[config.mk]
export PLATFORM = sky130hd
export DESIGN_NAME = qbp_ports
export DESIGN_NICKNAME = d
export VERILOG_FILES = /design/src/logic/qbp_clk_div.v /design/src/logic/qbp_ports.v
export VERILOG_INCLUDE_DIRS = /design/src /design/src/logic
export SDC_FILE = /design/constraint.sdc
export NUM_CORES = 1
export LEC_CHECK = 0
export BUFFER_PORTS_ARGS = -buffer_cell sky130_fd_sc_hd__buf_2
export CAP_MARGIN = 20
export CORE_MARGIN = 2
export CORE_UTILIZATION = 46
export CTS_CLUSTER_DIAMETER = 120
export DETAILED_ROUTE_END_ITERATION = 16
export PLACE_DENSITY = 0.83
export RECOVER_POWER = 100
export SLEW_MARGIN = 20
export SYNTH_ARGS = -nofsm -noshare
export SYNTH_HDL_FRONTEND = slang
export SYNTH_HIERARCHICAL = 1
export SYNTH_SLANG_ARGS = --single-unit
[constraint.sdc]
create_clock -name sys_clk -period 3.6 [get_ports sys_clk]
set_clock_uncertainty 0.2 [all_clocks]
set_input_delay 0.18 -clock sys_clk [delete_from_list [all_inputs] [get_ports sys_clk]]
set_output_delay 0.18 -clock sys_clk [all_outputs]
set_load 0.05 [all_outputs]
[src/logic/qbp_defines.vh]
// Constants for the quasi-bidirectional ports one and two
`ifndef QBP_DEFINES_VH
`define QBP_DEFINES_VH
`define QBP_PORT_W 8
`define QBP_LATCH_RST 8'hff
`define QBP_BIT_TRIG 5
`define QBP_BIT_CLK 6
`define QBP_CC_N 5
`define QBP_SYNC_RST 8'h00
`endif

[src/logic/qbp_clk_div.v]
// Divide-by-two stage for the oscillator input clock
`timescale 1ns/1ps
`default_nettype none
module qbp_clk_div (
    // Clock and reset
    input wire sys_clk,
    input wire rst,
    // Divided clock phase
    output reg clk_half_q
);
    // Toggle each edge so internal timing ignores input duty cycle
    always @(posedge sys_clk or posedge rst) begin
        if (rst) begin
            clk_half_q <= 1'b0;
        end else begin
            clk_half_q <= ~clk_half_q;
        end
    end
endmodule // qbp_clk_div
`default_nettype wire

[src/logic/qbp_ports.v]
// Quasi-bidirectional port one and port two pin logic
`timescale 1ns/1ps
`default_nettype none
`include "qbp_defines.vh"
module qbp_ports #(
    parameter W = `QBP_PORT_W
) (
    // Clock and reset
    input wire sys_clk,
    input wire rst,
    // Port one core side
    input wire [W-1:0] first_port_latch,
    input wire verify_mode,
    input wire [W-1:0] verify_addr_low,
    input wire [`QBP_CC_N-1:0] cmp_out,
    input wire [`QBP_CC_N-1:0] cmp_en,
    // Port two core side
    input wire [W-1:0] second_port_latch,
    input wire ext_prog_fetch,
    input wire ext_data_wide_pointer_access,
    input wire ext_data_short_pointer_access,
    input wire [W-1:0] addr_high,
    // Port one pins
    input wire [W-1:0] p1_pin_in,
    output reg [W-1:0] p1_pin_out,
    output reg [W-1:0] p1_pin_oe_n,
    output reg [W-1:0] p1_strong_up,
    // Port two pins
    input wire [W-1:0] p2_pin_in,
    output reg [W-1:0] p2_pin_out,
    output reg [W-1:0] p2_pin_oe_n,
    output reg [W-1:0] p2_strong_up,
    // Synchronised pin levels
    output reg [W-1:0] p1_read_q,
    output reg [W-1:0] p2_read_q,
    // Alternate inputs
    output reg ext_irq_three_in,
    output reg ext_irq_four_in,
    output reg ext_irq_five_in,
    output reg ext_irq_six_in,
    output reg ext_irq_two_in,
    output reg [`QBP_CC_N-1:0] capture_in,
    output reg timer_two_reload_trigger,
    // Divided clock phase
    output reg clk_phase_q
);
    // Pin encoding used on both ports:
    //   pin_out    value the pad shows while it is driven
    //   pin_oe_n   low while the pad is driven (a zero, or a strong one)
    //   strong_up  high while a one is pushed up hard instead of weakly
    // A released pad (oe_n high) rests at the weak pull-up level, so
    // outside logic may pull it low and the pad then serves as an input.
    // An alternate input only reads its pad while the latch bit holds a
    // one; with a zero in the latch and no compare or verify drive the device holds the pad low.

    // Port one bit use:
    //   bits 0-4  interrupt input, compare output, capture input
    //   bit 5     timer two reload trigger input
    //   bit 6     divided system clock output
    //   bit 7     plain I/O only
    // Port two carries the high address byte on external fetches and
    // wide pointer data accesses while no short pointer access is raised,
    // and its own latch at all other times.
    // Verify mode takes over every source on port one.

    // Pin synchronisers, two flops per pad
    reg [W-1:0] p1_s1_q;
    reg [W-1:0] p1_s2_q;
    reg [W-1:0] p2_s1_q;
    reg [W-1:0] p2_s2_q;
    // Next pin values and strong drive masks
    reg [W-1:0] p1_val_d;
    reg [W-1:0] p1_strong_d;
    reg [W-1:0] p2_val_d;
    reg [W-1:0] p2_strong_d;
    // Per-bit helpers from the generate loop
    wire [`QBP_CC_N-1:0] p1_cmp_mux;
    wire [W-1:0] p1_gated;
    // Divided clock and port two address select
    wire clk_half;
    wire p2_addr_mode;
    genvar g;

    // Divide-by-two stage; the divided phase sets internal timing, so the
    // duty cycle of the oscillator input has no effect on it
    qbp_clk_div qbp_clk_div_inst (
        .sys_clk(sys_clk),
        .rst(rst),
        .clk_half_q(clk_half)
    );

    // High address only on fetches and wide pointer accesses; a short
    // pointer access keeps the latch on the pads even if both are raised
    assign p2_addr_mode = (ext_prog_fetch | ext_data_wide_pointer_access)
        & ~ext_data_short_pointer_access;

    // Per-bit logic: latch-gated pin reads, and on bits 0-4 the compare
    // override, which bypasses the latch so compares run with a zero in it
    generate
        for (g = 0; g < W; g = g + 1) begin : g_bit
            assign p1_gated[g] = p1_s2_q[g] & first_port_latch[g];
            if (g < `QBP_CC_N) begin : g_cmp
                assign p1_cmp_mux[g] = cmp_en[g] ? cmp_out[g] : first_port_latch[g];
            end
        end
    endgenerate

    // Port one output value: verify address over compare, clock and latch
    always @* begin
        p1_val_d = first_port_latch;
        p1_strong_d = {W{1'b0}};
        p1_val_d[`QBP_CC_N-1:0] = p1_cmp_mux;
        // Clock output only with a one in latch bit 6, else the pad stays low
        p1_val_d[`QBP_BIT_CLK] = first_port_latch[`QBP_BIT_CLK] & clk_half;
        if (verify_mode) begin
            // Address ones are pushed up hard so the reader sees clean levels
            p1_val_d = verify_addr_low;
            p1_strong_d = verify_addr_low;
        end
    end

    // Port two value; latch unless address phase. While address bits are
    // out every pad is driven and the ones are strong; once the access
    // ends the latch goes back onto the pads, and the latch itself is
    // never written by the address path
    always @* begin
        if (p2_addr_mode) begin
            // Address byte, ones strong
            p2_val_d = addr_high;
            p2_strong_d = addr_high;
        end else begin
            // Latch byte, ones weak
            p2_val_d = second_port_latch;
            p2_strong_d = {W{1'b0}};
        end
    end

    // Pin drivers: a zero pulls low, a one is weak unless strong.
    // Reset leaves every pad released at its weak pull-up, as a latch
    // of all ones would on every pad but the bit 6 clock output
    always @(posedge sys_clk or posedge rst) begin
        if (rst) begin
            // All pads released, nothing strong
            p1_pin_out <= {W{1'b1}};
            p1_pin_oe_n <= {W{1'b1}};
            p1_strong_up <= {W{1'b0}};
            p2_pin_out <= {W{1'b1}};
            p2_pin_oe_n <= {W{1'b1}};
            p2_strong_up <= {W{1'b0}};
            clk_phase_q <= 1'b0;
        end else begin
            p1_pin_out <= p1_val_d;
            p1_pin_oe_n <= p1_val_d & ~p1_strong_d;
            p1_strong_up <= p1_strong_d;
            p2_pin_out <= p2_val_d;
            p2_pin_oe_n <= p2_val_d & ~p2_strong_d;
            p2_strong_up <= p2_strong_d;
            clk_phase_q <= clk_half;
        end
    end

    // Two-stage synchronisers on pin inputs; the pads are asynchronous,
    // so only the second flop of each pair is read by the logic below
    always @(posedge sys_clk or posedge rst) begin
        if (rst) begin
            // Both stages start at zero
            p1_s1_q <= `QBP_SYNC_RST;
            p1_s2_q <= `QBP_SYNC_RST;
            p2_s1_q <= `QBP_SYNC_RST;
            p2_s2_q <= `QBP_SYNC_RST;
        end else begin
            p1_s1_q <= p1_pin_in;
            p1_s2_q <= p1_s1_q;
            p2_s1_q <= p2_pin_in;
            p2_s2_q <= p2_s1_q;
        end
    end

    // Read back ungated, alternate inputs gated by latch one; both lag the
    // pad by three clock edges
    always @(posedge sys_clk or posedge rst) begin
        if (rst) begin
            // Reads and alternate inputs start at zero
            p1_read_q <= `QBP_SYNC_RST;
            p2_read_q <= `QBP_SYNC_RST;
            ext_irq_three_in <= 1'b0;
            ext_irq_four_in <= 1'b0;
            ext_irq_five_in <= 1'b0;
            ext_irq_six_in <= 1'b0;
            ext_irq_two_in <= 1'b0;
            capture_in <= {`QBP_CC_N{1'b0}};
            timer_two_reload_trigger <= 1'b0;
        end else begin
            p1_read_q <= p1_s2_q;
            p2_read_q <= p2_s2_q;
            // Bits 0-3 feed interrupts three to six, bit 4 interrupt two
            ext_irq_three_in <= p1_gated[0];
            ext_irq_four_in <= p1_gated[1];
            ext_irq_five_in <= p1_gated[2];
            ext_irq_six_in <= p1_gated[3];
            ext_irq_two_in <= p1_gated[4];
            // Bits 0-4 also feed the capture channels
            capture_in <= p1_gated[`QBP_CC_N-1:0];
            // Bit 5 is the timer two reload trigger
            timer_two_reload_trigger <= p1_gated[`QBP_BIT_TRIG];
        end
    end

    // Limitations: compare and clock outputs leave a one weak, as the
    // latch does, so a heavy load can hold such a pad low and the read
    // back will show it. Verify mode overrides every other port one source.
endmodule // qbp_ports
`default_nettype wire

==> results.py, run 1 <==
metrics = {
    "timing": {
        "fin_crit_ns": 2.20,
        "relSlewSlack_pct": -15.2,
        "max_slew.worst_pin.slew_ns": 1.72,
        "fmax_mhz": 454,
        "slew_viol_final": 89,
        "fin_crit_sh_pct": 61.2,
        "tns_ns": 0,
        "setup_viol": 0,
        "hold_viol": 0,
        "rsz0062_at_grt": "no",
    },
    "setup_path": {
        "cp-start-kind": "input pin",
        "critPathTopFamily": "buffers and inverters",
        "timing.rr.start": "qbp_clk_div_inst/clk_half_q",
        "cpMaxStageDelayCell": "clkinvlp_4",
        "critPathLaunch": "rst",
        "crit_fanout": 88,
        "cpPeakStageDelay_ns": 1.11,
        "r2r_cells": 2,
        "path_class": "in2async",
        "worst-path-buf-inv": 4,
        "cp.required_ns": 3.86,
        "reg2reg_to": "p1_pin_out[6]",
        "worstPathArrival_ns": 2.46,
        "path_depth": 4,
        "end_kind": "async pin",
        "cp_cell_sequence": "dlygate4sd3_1, clkbuf_1, clkinvlp_4, buf_4",
        "r2r_setup_slack_ns": 2.72,
    },
    "global_route": {
        "grt-ovfl-total": 0,
        "grt_pass1_wl_mm": 10.3,
        "track_usage_pct": 18.1,
        "antenna_found_initial": 0,
        "grt_start_max_net_pins": 89,
        "grt_pass1_vias": 2235,
    },
    "drt": {
        "routed_wl_mm": 6.68,
        "drc": 0,
        "drt-initial-drc-count": 57,
        "via_count": 2056,
        "antenna_left": 0,
        "wl_per_cell_um": 14.2,
        "via_per_inst": 4.38,
        "drtPass1Iterations": 4,
    },
    "placement": {
        "io_buffers": 139,
        "placedCellCount": 405,
        "placed_area_um2": 3990,
        "gp_congestion": 0.728,
        "place_hpwl_mm": 4.14,
    },
    "finish": {
        "fin_nets": 433,
        "final_core_util_pct": 66.6,
        "drive_gt1_share_pct": 30.8,
        "final_area_um2": 4530,
        "stdcell_count": 469,
        "area_growth_pct": 40.7,
        "antennaDiodeCount": 0,
    },
    "status": {
        "status": "finished, violations left",
        "failed_checks": "max-capacitance violations, max-slew violations",
    },
    "synth": {
        "synthTopCellsByArea": "dfrtp_1 56%, dfstp_2 26%, mux2_2 5.6%, and2_1 4.3%, and2_2 1.9%",
        "ys_seq_area_share_pct": 82.1,
        "yosysTopAreaCellShare_pct": 56.0,
        "ys_ff_latch": 104,
        "syn_nets": 241,
        "syn_area_um2": 3220,
        "ys_types": 18,
        "yosys_warnings": 6,
        "netlist_instances": 177,
        "synth.avg_cell_area_um2": 18.2,
        "netlist.top_cell.by_area": "dfrtp_1",
    },
    "floorplanning": {
        "die_h_um": 87.7,
        "die-area_um2": 7680,
        "die_w_um": 87.7,
        "coreArea_um2": 6790,
        "initial_core_util_pct": 47.4,
        "ios": 140,
        "rows": 30,
    },
    "power_and_ir_drop": {
        "peakVddDrop_mv": 0.300,
        "swShare_pct": 27.1,
        "power.share.clock_pct": 29.2,
        "internal_power_mw": 1.69,
        "seqPwrFrac_pct": 54.7,
        "p_sw_uw": 630,
        "p_leak_nw": 1.99,
        "powerDensity_nw_per_um2": 513,
        "p_comb_share_pct": 16.1,
        "power_mw": 2.32,
    },
    "flow_run": {
        "drv_cap": 1,
    },
    "clocking": {
        "clock_tree.buffer_depth": 2,
        "numClockSinks": 104,
        "htree_num_levels": 3,
        "clk_pin_slew_worst_paths_ns": 0.08,
        "insertion_delay_ns": 0.34,
        "cts_made_buffers": 9,
        "cts-root-buf": "clkbuf_8",
        "post_cts.repair.setup_buffers": 0,
        "cts_tree": "built",
    },
    "worst_hold_path": {
        "min_to": "p1_pin_oe_n[0]",
        "hp-class": "in2reg",
        "worstHoldStart": "cmp_out[0]",
        "min_path_cells": 3,
    },
}
-- area by class of cell --
class | count | area [µm²]
tap | 96 | 120
sequential | 104 | 2640
inverter | 3 | 15.0
fill | 526 | 2270
timing repair buffer | 189 | 1070
clock inverter | 3 | 42.5
clock buffer | 12 | 145
multi-input combinational | 62 | 489
-- how the worst max path moves through the flow --
stage               slack, ns             end
floorplan                0.57   capture_in[0]
global placement         2.06  p1_pin_oe_n[5]
detailed placement       2.03  p1_pin_oe_n[5]
CTS                      1.86   p1_pin_out[5]
global route             1.11   p1_pin_out[5]
finish                   1.40   p1_pin_out[5]
-- synth_stat cells --
| library cell | number |
|---|---|
| nand2_1 | 1 |
| inv_1 | 3 |
| o21ba_2 | 1 |
| buf_4 | 5 |
| or2_1 | 2 |
| dfrtp_1 | 72 |
| clkbuf_1 | 1 |
| o21bai_1 | 1 |
| o21bai_4 | 1 |
| mux2_2 | 16 |
| mux2_4 | 2 |
| nor2_1 | 1 |
| buf_2 | 1 |
| dfstp_2 | 32 |
| nor2b_1 | 7 |
| and2_1 | 22 |
| and2_2 | 8 |
| buf_6 | 1 |
-- layout by cell type (no fill, tap or decap) --
master	instances
mux2_1	2
buf_4	1
clkbuf_1	98
nor2_1	1
nand2_1	1
dfstp_2	32
bufinv_16	1
clkbuf_8	10
clkinv_2	1
clkinvlp_4	2
or2_1	2
and2_1	16
dlygate4sd3_1	49
o21ba_2	1
mux2_2	16
nor2b_1	7
and2_0	6
buf_2	43
and2_2	8
inv_1	2
o21bai_1	2
dfrtp_1	72
-- what timing repair did --
| action | 4_1_cts | 5_1_grt |
|---|---|---|
| hold buffers | 49 | 0 |
| resized for setup | 0 | 0 |
| endpoints found under the hold margin | 126 | 0 |
-- stage by stage --
step / hold WS [ns] / setup slack (ns)
floorplan: -0.291 / 0.569
global placement: -0.141 / 2.06
global route: 0.0129 / 1.11
CTS: 0.00147 / 1.86
finish: 0.0132 / 1.40
detailed placement: -0.146 / 2.03
-- sequential cells by signal, indices dropped and copies added (netlist names) --
name / flops
capture_in: 5
clk_phase_q: 1
p1_pin_oe_n: 8
p1_pin_out: 8
p1_read_q: 8
p1_s1_q: 8
p1_s2_q: 8
p1_strong_up: 8
p2_pin_oe_n: 8
p2_pin_out: 8
p2_read_q: 8
p2_s1_q: 8
p2_s2_q: 8
p2_strong_up: 8
qbp_clk_div_inst/clk_half_q: 1
timer_two_reload_trigger: 1
-- per-layer routing --
| metal | GRT usage [%] | share of wire, % | up-vias |
|---|---|---|---|
| met4 | 8.53 | 2.2 | 0 |
| met3 | 5.94 | 8.5 | 15 |
| met2 | 31.5 | 52 | 109 |
| met5 | 0 | 0 | - |
| met1 | 20.1 | 37 | 1003 |
| li1 | - | - | 929 |
-- logic make-up after synthesis --
group / synth area share [%]
and+or+nand+nor: 8.12
muxes: 6.53
DFF: 82.1
buffers and inverters: 2.14
AOI/OAI and AO/OA: 1.13
-- power by group through the flow --
stage	clock, mW	sequential [mW]	combinational [mW]
detailed placement	0	1.29	0.354
global route	0.749	1.28	0.397
global placement	0	1.29	0.348
floorplan	0	1.47	0.0806
CTS	0.702	1.27	0.395
finish	0.678	1.27	0.375
-- worst min-delay path, delay by kind of cell --
kind,cells,cell delay (ns)
buffers and inverters,1,0.07
muxes,1,0.14
and+or+nand+nor,1,0.13
Note: power is estimated with default switching activity, not from simulation.
==> run 2, diff against run 1 <==
--- a/config.mk
+++ b/config.mk
@@ -6,6 +6,7 @@
 export SDC_FILE = /design/constraint.sdc
 export NUM_CORES = 1
 export LEC_CHECK = 0
+export ABC_AREA = 1
 export BUFFER_PORTS_ARGS = -buffer_cell sky130_fd_sc_hd__buf_2
 export CAP_MARGIN = 20
 export CORE_MARGIN = 2
==> constraint.sdc (replaced) <==
create_clock -name sys_clk -period 2.2 [get_ports sys_clk]
set_clock_uncertainty 0.2 [all_clocks]
set_input_delay 0.11 -clock sys_clk [delete_from_list [all_inputs] [get_ports sys_clk]]
set_output_delay 0.11 -clock sys_clk [all_outputs]
set_load 0.05 [all_outputs]
==> results.py, run 2 <==
metrics = {
    "finish": {
        "area_growth_pct": 52.9,
        "final_cell_mix": "88 x clkbuf_1, 83 x dlygate4sd3_1, 72 x dfrtp_1",
        "fin_nets": 529,
        "drive_gt1_share_pct": 22.3,
        "antennaDiodeCount": 0,
        "layout_commonest_cell": "clkbuf_1",
    },
    "setup_path": {
        "path_depth": 7,
        "r2r_cells": 3,
        "r2r_setup_slack_ns": 0.82,
        "cpMostUsedCell": "dlygate4sd3_1",
        "cp_cell_sequence": "dlygate4sd3_1, clkbuf_1, nand2_1, dlygate4sd3_1, nand3_1, nand2_1, dlygate4sd3_1",
        "worst-path-buf-inv": 4,
        "cp-start-kind": "input pin",
        "crit_end": "p1_pin_out[4]",
        "cpMaxStageDelayCell": "dlygate4sd3_1",
        "worstPathArrival_ns": 2.12,
        "crit_fanout": 2,
        "reg2reg_to": "p1_pin_oe_n[6]",
        "end_kind": "register",
        "cp.required_ns": 2.28,
        "timing.rr.start": "qbp_clk_div_inst/clk_half_q",
        "cpPeakStageDelay_ns": 0.56,
        "path_class": "in2reg",
        "critPathLaunch": "cmp_en[4]",
        "critPathTopFamily": "buffers and inverters",
    },
    "timing": {
        "rsz0062_at_grt": "no",
        "relSlewSlack_pct": 14.2,
        "whs_ns": 0.149,
        "slew_viol_final": 0,
        "tns_ns": 0,
        "hold_viol": 0,
        "setup_viol": 0,
        "fmax_mhz": 489,
        "fin_crit_ns": 2.04,
        "max_slew.worst_pin.slew_ns": 1.29,
        "fin_crit_sh_pct": 92.9,
    },
    "floorplanning": {
        "ios": 140,
        "coreArea_um2": 6760,
        "rows": 30,
        "die_h_um": 87.5,
        "die_w_um": 87.5,
        "die-area_um2": 7660,
        "initial_core_util_pct": 47.5,
    },
    "synth": {
        "ys_types": 13,
        "netlist.top_cell.by_area": "dfrtp_1",
        "yosysTopAreaCellShare_pct": 56.2,
        "ys_seq_area_share_pct": 82.4,
        "yosysMostFrequentCell": "dfrtp_1",
        "synth_edf_count": 0,
        "synthTopCellsByCount": "72 x dfrtp_1, 57 x inv_1, 46 x nand2_1",
        "netlist_instances": 236,
        "ys_ff_latch": 104,
        "synthArstFlopShare_pct": 100,
        "synth.avg_cell_area_um2": 13.6,
        "synthTopCellsByArea": "dfrtp_1 56%, dfstp_2 26%, inv_1 6.7%, nand2_1 5.4%, nand3_1 2.0%",
        "synthFlopType": "dfrtp_1",
        "syn_area_um2": 3210,
        "syn_nets": 300,
        "yosys_warnings": 6,
    },
    "global_route": {
        "grt_pass1_vias": 2717,
        "track_usage_pct": 23.1,
        "grt_pass1_wl_mm": 12.8,
        "grt_start_max_net_pins": 57,
        "grt-ovfl-total": 0,
        "antenna_found_initial": 0,
    },
    "drt": {
        "wl_per_cell_um": 15.4,
        "drc": 0,
        "drt-initial-drc-count": 59,
        "via_per_inst": 4.43,
        "via_count": 2439,
        "antenna_left": 0,
        "drtPass1Iterations": 4,
        "routed_wl_mm": 8.45,
    },
    "power_and_ir_drop": {
        "p_leak_nw": 2.53,
        "powerDensity_nw_per_um2": 832,
        "peakVddDrop_mv": 0.669,
    },
    "clocking": {
        "clock_tree.buffer_depth": 2,
        "cts_made_buffers": 9,
        "cts-root-buf": "clkbuf_8",
        "htree_num_levels": 3,
        "cts_tree": "built",
        "numClockSinks": 104,
        "post_cts.repair.setup_buffers": 0,
        "insertion_delay_ns": 0.36,
        "clk_pin_slew_worst_paths_ns": 0.10,
    },
    "placement": {
        "gp_congestion": 0.722,
        "place_hpwl_mm": 4.46,
        "io_buffers": 139,
    },
    "flow_run": {
        "drv_cap": 0,
    },
    "status": {
        "status": "completed",
    },
    "worst_hold_path": {
        "worstHoldStart": "p1_s1_q[1]",
        "hp-class": "reg2reg",
    },
}
run 2: layout make-up:
| type | instances | area (µm²) |
|---|---|---|
| clock buffer | 10 | 128 |
| inverter | 59 | 228 |
| sequential | 104 | 2640 |
| tap | 80 | 100 |
| clock inverter | 6 | 97.6 |
| timing repair buffer | 224 | 1430 |
| multi-input combinational | 67 | 280 |
| fill | 472 | 1850 |
run 2: repair_timing:
action,4_1_cts,5_1_grt
resized for setup,0,0
hold endpoints to repair,142,0
hold buffers,83,0
run 2: routing by layer:
layer / global-route usage [%] / wire length (µm)
met3: 9.29 / 730
met4: 7.69 / 170
met1: 24.0 / 3070
met5: 0 / 0
met2: 41.9 / 4480
run 2: worst min-delay path by stage:
stage / to / slack, ns / depth (start not counted)
2_1_floorplan: qbp_clk_div_inst/clk_half_q / -0.36 / 1
3_3_place_gp: qbp_clk_div_inst/clk_half_q / -0.23 / 2
3_5_place_dp: qbp_clk_div_inst/clk_half_q / -0.22 / 2
4_1_cts: p1_s2_q[4] / 0.15 / 0
5_1_grt: p1_s2_q[4] / 0.16 / 0
6_report: p1_s2_q[1] / 0.15 / 0
run 2: logic make-up after synthesis:
group | share of synthesized area [%]
compound gates | 0.975
buf+inv | 8.51
simple gates | 8.12
flops | 82.4
run 2: per-stage QoR:
stage	power (mW)	std cells	setup slack [ns]	utilization [%]	cell area (µm²)
after floorplan	2.52	236	0.685	-	3210
after global placement	2.67	451	1.08	58.8	3970
after detailed placement	2.69	451	1.05	58.8	3970
after CTS	4.10	550	0.208	74.4	5030
after global routing	4.23	550	0.112	72.6	4900
final	4.08	550	0.156	72.6	4900
run 2: power by group:
part | switching, mW | total [mW] | internal [mW]
Sequential | 0.0365 | 2.08 | 2.05
Combinational | 0.484 | 0.678 | 0.194
Clock | 0.655 | 1.32 | 0.660
Total | 1.18 | 4.08 | 2.90
==> run 3, diff against run 2 <==
--- a/config.mk
+++ b/config.mk
@@ -13,6 +13,7 @@
 export CORE_UTILIZATION = 46
 export CTS_CLUSTER_DIAMETER = 120
 export DETAILED_ROUTE_END_ITERATION = 16
+export GPL_TIMING_DRIVEN = 0
 export PLACE_DENSITY = 0.83
 export RECOVER_POWER = 100
 export SLEW_MARGIN = 20
==> constraint.sdc (replaced) <==
create_clock -name sys_clk -period 2.17 [get_ports sys_clk]
set_clock_uncertainty 0.2 [all_clocks]
set_input_delay 0.1085 -clock sys_clk [delete_from_list [all_inputs] [get_ports sys_clk]]
set_output_delay 0.1085 -clock sys_clk [all_outputs]
set_load 0.05 [all_outputs]
==> results.py, run 3 (synthesis gave the netlist of run 2 again) <==
metrics = {
    "status": {
        "status": "completed",
    },
    "placement": {
        "placedCellCount": 457,
        "gp_congestion": 0.713,
        "place_hpwl_mm": 4.63,
        "io_buffers": 139,
    },
    "floorplanning": {
        "die_w_um": 87.5,
        "ios": 140,
        "die-area_um2": 7660,
        "rows": 30,
        "coreArea_um2": 6760,
        "initial_core_util_pct": 47.5,
        "die_h_um": 87.5,
    },
    "setup_path": {
        "cpMostUsedCell": "dlygate4sd3_1",
        "cpMaxStageDelayCell": "dlygate4sd3_1",
        "cp.required_ns": 2.29,
        "r2r_setup_slack_ns": 0.82,
        "cp-start-kind": "input pin",
        "worstPathArrival_ns": 2.21,
        "crit_fanout": 10,
        "timing.rr.start": "qbp_clk_div_inst/clk_half_q",
        "path_class": "in2reg",
        "r2r_cells": 3,
        "cp_cell_sequence": "dlygate4sd3_1, buf_2, buf_6, nand2_1, dlygate4sd3_1, nand2_1, dlygate4sd3_1",
        "cpPeakStageDelay_ns": 0.57,
        "reg2reg_to": "p1_pin_oe_n[6]",
        "end_kind": "register",
    },
    "global_route": {
        "grt-ovfl-total": 0,
        "grt_pass1_wl_mm": 13.3,
        "grt_pass1_vias": 2779,
        "antenna_found_initial": 0,
        "track_usage_pct": 24.3,
        "grt_start_max_net_pins": 39,
    },
    "clocking": {
        "clock_tree.buffer_depth": 2,
        "cts-resized-gates": 0,
        "cts_made_buffers": 9,
        "htree_num_levels": 3,
        "insertion_delay_ns": 0.37,
        "cts-root-buf": "clkbuf_8",
        "clk_pin_slew_worst_paths_ns": 0.10,
        "cts_tree": "built",
        "numClockSinks": 104,
    },
    "worst_hold_path": {
        "min_to": "p2_s2_q[7]",
        "min_path_cells": 0,
        "hp-class": "reg2reg",
        "worstHoldStart": "p2_s1_q[7]",
    },
    "finish": {
        "layout_commonest_cell": "dlygate4sd3_1",
        "area_growth_pct": 57.3,
        "nFillCells": 459,
        "drive_gt1_share_pct": 24.0,
        "stdcell_count": 560,
        "antennaDiodeCount": 0,
        "fin_nets": 539,
        "final_cell_mix": "87 x dlygate4sd3_1, 85 x clkbuf_1, 72 x dfrtp_1",
    },
    "drt": {
        "routed_wl_mm": 8.74,
        "route.met2.wl_mm": 4.71,
        "wirelength_met1_mm": 3.09,
        "highest_layer": "met4",
        "via_per_inst": 4.48,
        "antenna_left": 0,
        "wl_per_cell_um": 15.6,
        "via_count": 2508,
        "drc": 0,
        "drtPass1Iterations": 5,
        "drt-initial-drc-count": 59,
        "wl_met3_um": 764,
    },
    "timing": {
        "fin_crit_sh_pct": 96.5,
        "setup_viol": 0,
        "fmax_mhz": 478,
        "fin_crit_ns": 2.09,
        "slew_viol_final": 0,
        "tns_ns": 0,
        "relSlewSlack_pct": 9.93,
        "hold_viol": 0,
        "rsz0062_at_grt": "no",
        "max_slew.worst_pin.slew_ns": 1.34,
    },
    "power_and_ir_drop": {
        "powerDensity_nw_per_um2": 833,
        "p_leak_nw": 2.59,
        "peakVddDrop_mv": 0.632,
    },
    "flow_run": {
        "drv_cap": 0,
    },
}
==> run 3: cell count changes in the layout (fill, tap and decap cells not counted), moves of 2 or more <==
cell           delta
dlygate4sd3_1     +4
buf_4             +5
clkbuf_1          -3
clkbuf_2          -2
buf_12            +2
buf_2             +2
==> run 3: metal layers <==
layer | up-vias | track usage (%)
met5 | - | 0
met4 | 0 | 10.1
met3 | 17 | 7.96
met2 | 129 | 44.7
met1 | 1214 | 25.0
li1 | 1148 | -
==> run 3: timing repair <==
action,in CTS,in global routing
hold buffers,87,0
endpoints found under the hold margin,92,0
buffers inserted,0,0
==> run 3: per-stage QoR <==
step | area (µm²) | hold WS [ns] | util [%] | power (mW) | setup slack, ns
after global placement | 4010 | -0.228 | 59.3 | 2.71 | 0.132
after CTS | 5150 | 0.158 | 76.3 | 4.23 | 0.131
final | 5040 | 0.157 | 74.6 | 4.20 | 0.0766
after detailed placement | 4050 | -0.222 | 59.9 | 2.74 | 1.05
after global routing | 5040 | 0.152 | 74.6 | 4.37 | 0.0383
after floorplan | 3210 | -0.363 | - | 2.56 | 0.656
==> run 3: worst max path at each step <==
stage	from	endpoint	slack, ns	cells after the start
after global routing	verify_mode	p1_pin_out[0]	0.04	7
after floorplan	rst	capture_in[0]	0.66	1
after detailed placement	rst	p1_pin_oe_n[1]	1.05	3
final	verify_mode	p1_pin_out[0]	0.08	7
after CTS	verify_mode	p1_pin_out[0]	0.13	7
after global placement	rst	p2_read_q[0]	0.13	2
==> run 3: layout make-up <==
class	instances	area [µm²]	share of cell area [%]
well taps	80	100	1.98
clock inverters	6	97.6	1.94
multi-input cells	67	292	5.78
plain buffers	6	48.8	0.968
inverters	59	225	4.47
flip-flops and latches	104	2640	52.4
clock buffers	10	138	2.73
repair buffers	228	1500	29.7
==> run 3: power breakdown <==
group | switching, mW | internal, mW | total, mW
registers | 0.0373 | 2.08 | 2.11
logic | 0.497 | 0.217 | 0.714
clock network | 0.676 | 0.700 | 1.38
total | 1.21 | 2.99 | 4.20
==> run 3: critical path, delay by kind of cell <==
kind                   cells  cell delay (ns)
AND/OR/NAND/NOR            2             0.13
buffers and inverters      5             1.97
